<file path="src/core/coc_pkg.sv">
// Purpose: Shared constants and types for the clock output control block
// Assumes: 10 MHz system clock, digital model of output stage
// Notes: All widths and counts named here
package coc_pkg;
    // ************************************************************
    // Sizes
    // ************************************************************
    localparam int NUM_DIV = 5;
    localparam int NUM_OUT = 10;
    localparam int SEL_W = 3;
    localparam int STEP_W = 44;
    localparam int NUM_W = 44;
    localparam int SKEW_W = 16;
    localparam int DRV_W = 2;
    localparam int RDIV_W = 8;
    localparam int NVM_WRITES_MAX = 2;
    localparam int NVM_CNT_W = 2;
    // ************************************************************
    // Encodings and reset values
    // ************************************************************
    localparam logic [DRV_W-1:0] DRV_LOWEST = 2'h1;
    localparam logic [DRV_W-1:0] DRV_RESET = 2'h3;
    localparam logic [1:0] VDDO_1V8 = 2'h2;
    localparam logic [NVM_CNT_W-1:0] NVM_CNT_RESET = 2'h0;
    localparam logic [SKEW_W-1:0] SKEW_DEFAULT = 16'h0000;
    localparam logic [RDIV_W-1:0] RDIV_DEFAULT = 8'h02;
    // Per-output configuration
    typedef struct packed {
        logic reg_disable;
        logic disable_high;
        logic async_disable;
        logic is_cmos;
        logic cmos_in_phase;
        logic [DRV_W-1:0] cmos_drive_select;
        logic [SEL_W-1:0] src_sel;
    } coc_out_cfg_s;
    // Output pin pair
    typedef struct packed {
        logic true_output;
        logic complementary_output;
        logic driver_on;
    } coc_pin_s;
    // Disable sequencer states
    typedef enum logic [2:0] {
        ST_ON = 3'h1,
        ST_WAIT = 3'h2,
        ST_OFF = 3'h4
    } coc_dis_e;
endpackage

</file>
<file path="src/core/coc_edge_sync.sv">
// Purpose: Two-flop synchroniser with rising edge pulse
// Assumes: Asynchronous pin input
// Notes: First flop feeds only the second
`timescale 1ns/100ps
`default_nettype none
module coc_edge_sync (
    // Clock and reset
    input wire logic clk_i,
    input wire logic resetn_i,
    // Pin and result
    input wire logic pin_i,
    output logic level_o,
    output logic rise_o
);
    logic meta;
    logic sync;
    logic prev;
    always_ff @(posedge clk_i or negedge resetn_i) begin
        if (!resetn_i) begin
            meta <= 1'b0;
            sync <= 1'b0;
            prev <= 1'b0;
        end else begin
            meta <= pin_i;
            sync <= meta;
            prev <= sync;
        end
    end
    assign level_o = sync;
    assign rise_o = sync & ~prev;
endmodule
`default_nettype wire

</file>
<file path="src/core/coc_out_driver.sv">
// Purpose: One output driver with disable sequencing and polarity
// Assumes: Source clock sampled on clk_i
// Notes: Sync disable waits for a falling edge of the source clock as end of period
`timescale 1ns/100ps
`default_nettype none
module coc_out_driver (
    // Clock and reset
    input wire logic clk_i,
    input wire logic resetn_i,
    // Control
    input wire logic global_off_i,
    input wire coc_pkg::coc_out_cfg_s cfg_i,
    input wire logic src_clk_i,
    // Pins
    output coc_pkg::coc_pin_s pin_o
);
    coc_pkg::coc_dis_e state;
    coc_pkg::coc_dis_e next_state;
    logic src_prev;
    wire want_off = global_off_i | cfg_i.reg_disable; // [RQ1] [RQ2]
    wire period_end = src_prev & ~src_clk_i;
    always_comb begin
        case (state)
            coc_pkg::ST_ON: begin
                if (want_off && cfg_i.async_disable) begin
                    next_state = coc_pkg::ST_OFF; // [RQ6]
                end else if (want_off) begin
                    next_state = coc_pkg::ST_WAIT;
                end else begin
                    next_state = coc_pkg::ST_ON;
                end
            end
            coc_pkg::ST_WAIT: begin
                if (!want_off) begin
                    next_state = coc_pkg::ST_ON;
                end else if (period_end || cfg_i.async_disable) begin
                    next_state = coc_pkg::ST_OFF; // [RQ5]
                end else begin
                    next_state = coc_pkg::ST_WAIT;
                end
            end
            coc_pkg::ST_OFF: begin
                if (!want_off) begin
                    next_state = coc_pkg::ST_ON;
                end else begin
                    next_state = coc_pkg::ST_OFF;
                end
            end
            default: next_state = coc_pkg::ST_OFF;
        endcase
    end
    wire run = (state != coc_pkg::ST_OFF);
    wire level_off = cfg_i.disable_high; // [RQ3]
    wire next_true = run ? src_clk_i : level_off;
    wire next_comp = run ? (cfg_i.is_cmos && cfg_i.cmos_in_phase ? src_clk_i : ~src_clk_i)
        : level_off; // [RQ7]
    always_ff @(posedge clk_i or negedge resetn_i) begin
        if (!resetn_i) begin
            state <= coc_pkg::ST_OFF;
            src_prev <= 1'b0;
            pin_o <= '0;
        end else begin
            state <= next_state;
            src_prev <= src_clk_i;
            pin_o.true_output <= next_true;
            pin_o.complementary_output <= next_comp;
            pin_o.driver_on <= run;
        end
    end
endmodule
`default_nettype wire

</file>
<file path="src/core/coc_top.sv">
// Purpose: Output stage control of a multi-output clock generator
// Assumes: Pins asynchronous; configuration ports steady from host logic
// Notes: Dividers are modelled digitally on clk_i
// Function
// [RQ1] Output-disable pin high forces every driver into its disabled state.
// [RQ2] Pin low enables outputs unless individually disabled by configuration.
// [RQ3] Each output chooses static low or high when disabled.
// [RQ4] Per output sync or async disable; sync by default after reset.
// [RQ5] Sync disable waits for the running period end, no runt.
// [RQ6] Async disable turns the driver off at once.
// [RQ7] CMOS drives both pins, inverted by default, optionally in phase.
// [RQ8] Drive select per driver; lowest setting barred at lowest supply.
// [RQ9] Five dividers each have a skew delay setting.
// [RQ10] Host sets soft reset after skew changes so delays take effect.
// [RQ11] Power-up or hard reset reloads skew settings from stored values.
// [RQ12] Power-up or hard reset returns output dividers to stored state.
// [RQ13] Sync pin rising edge realigns output dividers without reset.
// [RQ14] Sync control bit performs the same realignment.
// [RQ15] Soft reset realigns outputs using the skew settings.
// [RQ16] Crosspoint sources each output from any divider.
// [RQ17] Step up or down changes a divider frequency by step word.
// [RQ18] Frequency changes apply to all fed outputs without glitches.
// [RQ19] Numerator applies only on its update write, glitch-free.
// [RQ20] Zero-delay mode selects external feedback input for the loop.
// [RQ21] Stored configuration accepts at most two writes; old one lost.
// [RQ22] Select pin chooses I2C or SPI; SPI has 4-wire or 3-wire forms.
// [RQ23] Sync and step pins synchronised and edge detected, one action each.

`timescale 1ns/100ps
`default_nettype none
module coc_top #(
    parameter int NUM_DIV = coc_pkg::NUM_DIV,
    parameter int NUM_OUT = coc_pkg::NUM_OUT
) (
    // Clock and reset
    input wire logic clk_i,
    input wire logic resetn_i,
    // Device pins
    input wire logic output_disable_pin_n_i,
    input wire logic realign_pin_n_i,
    input wire logic hard_reset_pin_n_i,
    input wire logic freq_step_up_i,
    input wire logic freq_step_down_i,
    input wire logic serial_sel_pin_i,
    input wire logic [NUM_DIV-1:0] feedback_input_i,
    // Configuration
    input wire coc_pkg::coc_out_cfg_s [NUM_OUT-1:0] out_cfg_i,
    input wire logic [1:0] vddo_level_i,
    input wire logic [NUM_DIV-1:0][coc_pkg::SKEW_W-1:0] divider_skew_setting_i,
    input wire logic [NUM_DIV-1:0][coc_pkg::SKEW_W-1:0] nvm_skew_i,
    input wire logic [coc_pkg::STEP_W-1:0] freq_step_word_i,
    input wire logic [NUM_DIV-1:0] step_target_i,
    input wire logic step_up_bit_i,
    input wire logic step_down_bit_i,
    input wire logic [coc_pkg::NUM_W-1:0] numerator_i,
    input wire logic [coc_pkg::SEL_W-1:0] numerator_div_i,
    input wire logic numerator_update_i,
    input wire logic soft_reset_bit_i,
    input wire logic hard_reset_bit_i,
    input wire logic sync_bit_i,
    input wire logic zero_delay_i,
    input wire logic nvm_write_i,
    input wire logic spi_3wire_i,
    // Divider clocks in
    input wire logic [NUM_DIV-1:0] div_clk_i,
    // Outputs
    output coc_pkg::coc_pin_s [NUM_OUT-1:0] pin_o,
    output logic [NUM_DIV-1:0][coc_pkg::NUM_W-1:0] numerator_o,
    output logic [NUM_DIV-1:0][coc_pkg::SKEW_W-1:0] applied_skew_o,
    output logic [NUM_OUT-1:0][coc_pkg::RDIV_W-1:0] rdiv_count_o,
    output logic [NUM_OUT-1:0][coc_pkg::DRV_W-1:0] drive_applied_o,
    output logic [NUM_DIV-1:0] loop_feedback_o,
    output logic nvm_write_ok_o,
    output logic [coc_pkg::NVM_CNT_W-1:0] nvm_bank_o,
    output logic serial_is_i2c_o,
    output logic serial_spi_3wire_o
);
    localparam int SEL_IDX = coc_pkg::SEL_W;

    // ************************************************************
    // Pin synchronisers
    // ************************************************************
    logic oe_n_level;
    logic realign_level;
    logic hard_rst_level;
    logic up_rise;
    logic down_rise;
    logic sel_level;

    coc_edge_sync u_oe (.clk_i(clk_i), .resetn_i(resetn_i), .pin_i(output_disable_pin_n_i),
        .level_o(oe_n_level), .rise_o());
    // Inverted so its idle level matches the reset value
    coc_edge_sync u_sync (.clk_i(clk_i), .resetn_i(resetn_i), .pin_i(~realign_pin_n_i),
        .level_o(realign_level), .rise_o()); // [RQ23]
    coc_edge_sync u_hrst (.clk_i(clk_i), .resetn_i(resetn_i), .pin_i(~hard_reset_pin_n_i),
        .level_o(hard_rst_level), .rise_o());
    coc_edge_sync u_up (.clk_i(clk_i), .resetn_i(resetn_i), .pin_i(freq_step_up_i),
        .level_o(), .rise_o(up_rise)); // [RQ23]
    coc_edge_sync u_down (.clk_i(clk_i), .resetn_i(resetn_i), .pin_i(freq_step_down_i),
        .level_o(), .rise_o(down_rise)); // [RQ23]
    coc_edge_sync u_sel (.clk_i(clk_i), .resetn_i(resetn_i), .pin_i(serial_sel_pin_i),
        .level_o(sel_level), .rise_o());

    // ************************************************************
    // Control bit edges
    // ************************************************************
    logic soft_prev;
    logic sync_prev;
    logic hard_prev;
    logic sup_prev;
    logic sdn_prev;
    logic upd_prev;
    logic nvm_prev;
    logic realign_prev;

    wire soft_evt = soft_reset_bit_i & ~soft_prev;
    wire hard_evt = (hard_reset_bit_i & ~hard_prev) | hard_rst_level;
    wire realign_rise = realign_prev & ~realign_level; // [RQ13]
    wire realign_evt = realign_rise | (sync_bit_i & ~sync_prev); // [RQ13] [RQ14]
    wire step_up_evt = up_rise | (step_up_bit_i & ~sup_prev);
    wire step_down_evt = down_rise | (step_down_bit_i & ~sdn_prev);
    wire update_evt = numerator_update_i & ~upd_prev;
    wire nvm_evt = nvm_write_i & ~nvm_prev;
    wire global_off = oe_n_level; // [RQ1]

    always_ff @(posedge clk_i or negedge resetn_i) begin
        if (!resetn_i) begin
            {soft_prev, sync_prev, hard_prev, sup_prev, sdn_prev, upd_prev, nvm_prev} <= '0;
            realign_prev <= 1'b0;
        end else begin
            soft_prev <= soft_reset_bit_i;
            sync_prev <= sync_bit_i;
            hard_prev <= hard_reset_bit_i;
            sup_prev <= step_up_bit_i;
            sdn_prev <= step_down_bit_i;
            upd_prev <= numerator_update_i;
            nvm_prev <= nvm_write_i;
            realign_prev <= realign_level;
        end
    end

    // ************************************************************
    // Skew and numerators per divider
    // ************************************************************
    logic first_load;

    genvar d;
    generate
        for (d = 0; d < NUM_DIV; d++) begin : g_div
            wire hit = step_target_i[d];
            wire sel_num = update_evt && (numerator_div_i == SEL_IDX'(d));

            always_ff @(posedge clk_i or negedge resetn_i) begin
                if (!resetn_i) begin
                    applied_skew_o[d] <= coc_pkg::SKEW_DEFAULT;
                    numerator_o[d] <= '0;
                end else begin
                    if (hard_evt || first_load) begin
                        applied_skew_o[d] <= nvm_skew_i[d]; // [RQ11] [RQ9]
                    end else if (soft_evt) begin
                        applied_skew_o[d] <= divider_skew_setting_i[d]; // [RQ10] [RQ15]
                    end
                    if (sel_num) begin
                        numerator_o[d] <= numerator_i; // [RQ19] [RQ18]
                    end else if (hit && step_up_evt && !step_down_evt) begin
                        numerator_o[d] <= numerator_o[d] + freq_step_word_i; // [RQ17]
                    end else if (hit && step_down_evt && !step_up_evt) begin
                        numerator_o[d] <= numerator_o[d] - freq_step_word_i; // [RQ17]
                    end
                end
            end

            assign loop_feedback_o[d] = zero_delay_i ? feedback_input_i[d] : div_clk_i[d]; // [RQ20]
        end
    endgenerate

    // ************************************************************
    // Outputs: crosspoint, drivers, output dividers
    // ************************************************************
    genvar o;
    generate
        for (o = 0; o < NUM_OUT; o++) begin : g_out
            wire src = div_clk_i[out_cfg_i[o].src_sel]; // [RQ16]
            wire drv_bad = (vddo_level_i == coc_pkg::VDDO_1V8)
                && (out_cfg_i[o].cmos_drive_select == coc_pkg::DRV_LOWEST);
            coc_out_driver u_drv (.clk_i(clk_i), .resetn_i(resetn_i), .global_off_i(global_off),
                .cfg_i(out_cfg_i[o]), .src_clk_i(src), .pin_o(pin_o[o])); // [RQ2] [RQ4]

            always_ff @(posedge clk_i or negedge resetn_i) begin
                if (!resetn_i) begin
                    drive_applied_o[o] <= coc_pkg::DRV_RESET;
                    rdiv_count_o[o] <= coc_pkg::RDIV_DEFAULT;
                end else begin
                    drive_applied_o[o] <= drv_bad ? coc_pkg::DRV_RESET
                        : out_cfg_i[o].cmos_drive_select; // [RQ8]
                    if (hard_evt || soft_evt || realign_evt) begin
                        rdiv_count_o[o] <= coc_pkg::RDIV_DEFAULT; // [RQ12] [RQ13]
                    end else begin
                        rdiv_count_o[o] <= rdiv_count_o[o] + 8'h01;
                    end
                end
            end
        end
    endgenerate

    // ************************************************************
    // Stored configuration and serial select
    // ************************************************************
    wire nvm_room = (nvm_bank_o < coc_pkg::NVM_CNT_W'(coc_pkg::NVM_WRITES_MAX));

    always_ff @(posedge clk_i or negedge resetn_i) begin
        if (!resetn_i) begin
            nvm_bank_o <= coc_pkg::NVM_CNT_RESET;
            nvm_write_ok_o <= 1'b1;
            first_load <= 1'b1;
            serial_is_i2c_o <= 1'b0;
            serial_spi_3wire_o <= 1'b0;
        end else begin
            first_load <= 1'b0;
            if (nvm_evt && nvm_room) begin
                nvm_bank_o <= nvm_bank_o + 2'h1; // [RQ21]
            end
            nvm_write_ok_o <= nvm_room && !(nvm_evt && nvm_bank_o == 2'h1);
            serial_is_i2c_o <= sel_level; // [RQ22]
            serial_spi_3wire_o <= ~sel_level & spi_3wire_i; // [RQ22]
        end
    end
endmodule
`default_nettype wire

</file>
<file path="config.mk">
export PLATFORM = sky130hd
export DESIGN_NAME = coc_top
export DESIGN_NICKNAME = d
export VERILOG_FILES = /design/src/core/coc_pkg.sv /design/src/core/coc_edge_sync.sv /design/src/core/coc_out_driver.sv /design/src/core/coc_top.sv
export SDC_FILE = /design/constraint.sdc
export NUM_CORES = 2
export LEC_CHECK = 0
export BUFFER_PORTS_ARGS = -buffer_cell sky130_fd_sc_hd__buf_2
export CORE_AREA = 2 2 326 328
export DETAILED_ROUTE_END_ITERATION = 10
export DIE_AREA = 0 0 328 330
export GPL_TIMING_DRIVEN = 0
export PLACE_DENSITY_LB_ADDON = 0.08
export SYNTH_ARGS = -nofsm -noshare
export SYNTH_HDL_FRONTEND = slang
export SYNTH_SLANG_ARGS = --single-unit
</file>
<file path="constraint.sdc">
create_clock -name clk_i -period 5.82 [get_ports clk_i]
set_input_delay 0.873 -clock clk_i [delete_from_list [all_inputs] [get_ports clk_i]]
set_output_delay 0.873 -clock clk_i [all_outputs]
set_load 0.01 [all_outputs]
</file>
==> out/results.ini <==
[outcome]
status = finished, violations left
violations = max-capacitance violations, max-slew violations

[floorplan]
die-area_um2 = 108000
die_h_um = 330
die_x_um = 328
core-area_um2 = 105000
rows = 119
boundaryPins = 825
start_util = 0.352

[synth]
synth_nets = 5112
syn_inst = 4445
synth-seq-cells = 498
synthFlopType = dfrtp_1
synth_async_sr_flop_share = 1.00
synth_cell_types = 78
syn-cell-area_um2 = 36900
yosysWarnings = 0
syn_area_per_cell_um2 = 8.29
synth.yosys.seq_area_share = 0.339
synth_edf_count = 0

[critical_path]
r2r-start = u_down.level_o
cp_max_fo = 6
rr_endpoint = numerator_o[219]
crit_path_end_kind = register
cp.required_ns = 6.33
r2r_setup_slack_ns = 0.17
slowest_stage = or3_1
critPathArrivalTime_ns = 6.29
slowest_delay_ns = 0.73
ff2ff_path_depth = 19
path_cells = clkbuf_1 > or3_1 > or3_1 > nor3_4 > nor4b_4 > nand3b_1 > nor3_4 > nor2_1 > xor2_1 > ha_1 > nand2_1 > o21ai_0 > a21o_1 > a21oi_1 > nand2b_1 > o21ai_0 > xnor2_1 > o221ai_1
crit_type = input pin to register
start_kind = input pin

[cts]
cts.sinks = 498
clkLatencyLatePin_ns = 0.67
clk_pin_slew_ns = 0.06
cts_hold_buf = 0
clock_path_buffers = 3
h-tree-depth = 3
numCtsBuffers = 68
clock-root-buffer = clkbuf_16
cts_tree = built

[drt]
vias = 37767
drt-vias-per-instance = 5.55
drtAntennaViolNets = 0
routed_wl_um = 189000
first_pass_iters = 6
route.detailed.drc = 0
drtIter0Drc = 3128
routedWlPerCell_um = 27.7

[sta]
fin_crit_sh = 0.994
finalHoldViolCount = 0
whs_ns = 0.163
tightest_slew_ns = 1.54
setup_viol = 0
slew_headroom = -0.0253
timing.fmax_mhz = 173
maxSlewViolCount = 9
skew_ns = 0.0320
fin_crit_ns = 5.79

[grt]
gr-total-overflow = 0
grt_max_degree = 110
grt_first_pass_wirelength_um = 262000
track_usage = 0.336
grt_antenna_before_repair = 28
grt_pass1_vias = 35758

[placed_design]
gpl.final_weighted_congestion = 0.963
hpwl_um = 143000
numPortBuffers = 783

[layout]
nets = 6006
drive_gt1_frac = 0.210
nFillCells = 10841
area_delta_synth_final_pct = 24.8
layout_commonest_cell = buf_2
final_cell_mix = buf_2 (789), nor2_1 (588), a21oi_1 (493)

[power_and_ir_drop]
p_leak_nw = 22.2
p_total_mw = 21.7
powerDensity_nw_per_um2 = 471
ir_worst_vdd_mv = 0.218

[hold_path]
hold_class = input pin to asynchronous set/reset pin

[run]
cap_violations = 1

## where the power goes
part | switching [mW] | internal [mW] | total, mW
logic | 7.02 | 4.68 | 11.7
registers | 1.01 | 4.34 | 5.35
clock network | 1.82 | 2.82 | 4.63
## cell families (layout without fill, tap and decap cells)
kind of cell / count (synthesis) / count (layout) / share of synthesized area
compound gates: 1242 / 1242 / 0.200
fa+ha+maj: 282 / 282 / 0.0967
simple gates: 1526 / 1526 / 0.185
xor+xnor: 466 / 466 / 0.111
mux: 116 / 116 / 0.0351
other cells: 1 / 17 / 0.000102
buf+inv: 314 / 1263 / 0.0325
flops: 498 / 498 / 0.339
## metal layers
| layer | global-route usage | wire (um) | up-vias |
|---|---|---|---|
| met3 | 0.0957 | 18800 | 426 |
| met2 | 0.522 | 83700 | 1766 |
| met4 | 0.178 | 11200 | 20 |
| met1 | 0.423 | 74900 | 18154 |
| li1 | - | - | 17401 |
| met5 | 0 | 116 | - |
## cells in the mapped netlist, drive strengths merged (19+ instances only)
cell    instances  share of area
nor2          592          0.060
a21oi         499          0.068
nand2         468          0.048
dfrtp         456           0.31
o21ai         285          0.039
ha            277          0.094
xnor2         242          0.057
xor2          224          0.053
clkbuf        213          0.022
a21o          152          0.031
nand3         100          0.014
mux2i          99          0.027
a31oi          80          0.014
inv            70         0.0071
nor3           68         0.0098
and3           62          0.011
nor2b          46         0.0078
dfstp          42          0.030
nand4          40         0.0068
a211oi         38         0.0077
or3            32         0.0054
buf            31         0.0037
o21a           30         0.0061
nand2b         29         0.0049
o211ai         27         0.0055
o21bai         27         0.0055
and2           25         0.0042
or2            19         0.0032
## worst max-delay path, delay by kind of cell
family	cells	cell delay (ns)
adders and majority gates	1	0.39
AOI/OAI and AO/OA	5	0.91
buffers and inverters	1	0.54
xor gates and xnor gates	2	0.51
and+or+nand+nor	9	3.05
## area by class of cell
type / instances / area (um2) / share of cell area
multi-input combinational: 3633 / 23600 / 0.514
sequential: 498 / 12500 / 0.272
timing repair buffer: 833 / 4450 / 0.0968
clock buffer: 98 / 2010 / 0.0437
tap: 1391 / 1740 / 0.0378
buffer: 235 / 920 / 0.0200
clock inverter: 27 / 412 / 0.00895
inverter: 70 / 267 / 0.00579
antenna: 16 / 40.0 / 0.000870
## sequential cells by signal, summed over array words and instances, names as in the netlist, 2 cells and up
signal                cells
numerator_o             220
g_out.u_drv.state        30
drive_applied_o          20
nvm_bank_o                2
g_out.u_drv.src_prev     10
applied_skew_o           80
rdiv_count_o             80
g_out.u_drv.pin_o        30
## worst max-delay path by stage
| stage | start | cells after the start | to |
|---|---|---|---|
| after detailed placement | freq_step_word_i[1] | 25 | numerator_o[219] |
| after floorplan | freq_step_word_i[2] | 22 | numerator_o[129] |
| after CTS | freq_step_word_i[0] | 23 | numerator_o[85] |
| after global placement | resetn_i | 1 | numerator_o[210] |
| after global routing | freq_step_word_i[19] | 22 | numerator_o[85] |
| final | freq_step_word_i[25] | 18 | numerator_o[219] |
## stage by stage
stage	worst slack [ns]	TNS, ns	utilization	cells	area, um2
3_5_place_dp	-3.76	-299.98	0.408	6628	42800
3_3_place_gp	-7.53	-3868.68	0.406	6619	42500
2_1_floorplan	0.0414	0	-	4445	36900
6_report	0.0337	0	0.439	6801	46000
5_1_grt	-0.0154	-0.0154	0.439	6792	46000
4_1_cts	0.0127	0	0.436	6771	45600
## timing repair
action / CTS / global route
gates resized for setup: 55 / 68
buffers inserted: 23 / 18
pin swaps: 9 / 13
endpoints found under the setup margin: 137 / 47
(Power assumes the default switching activity.)
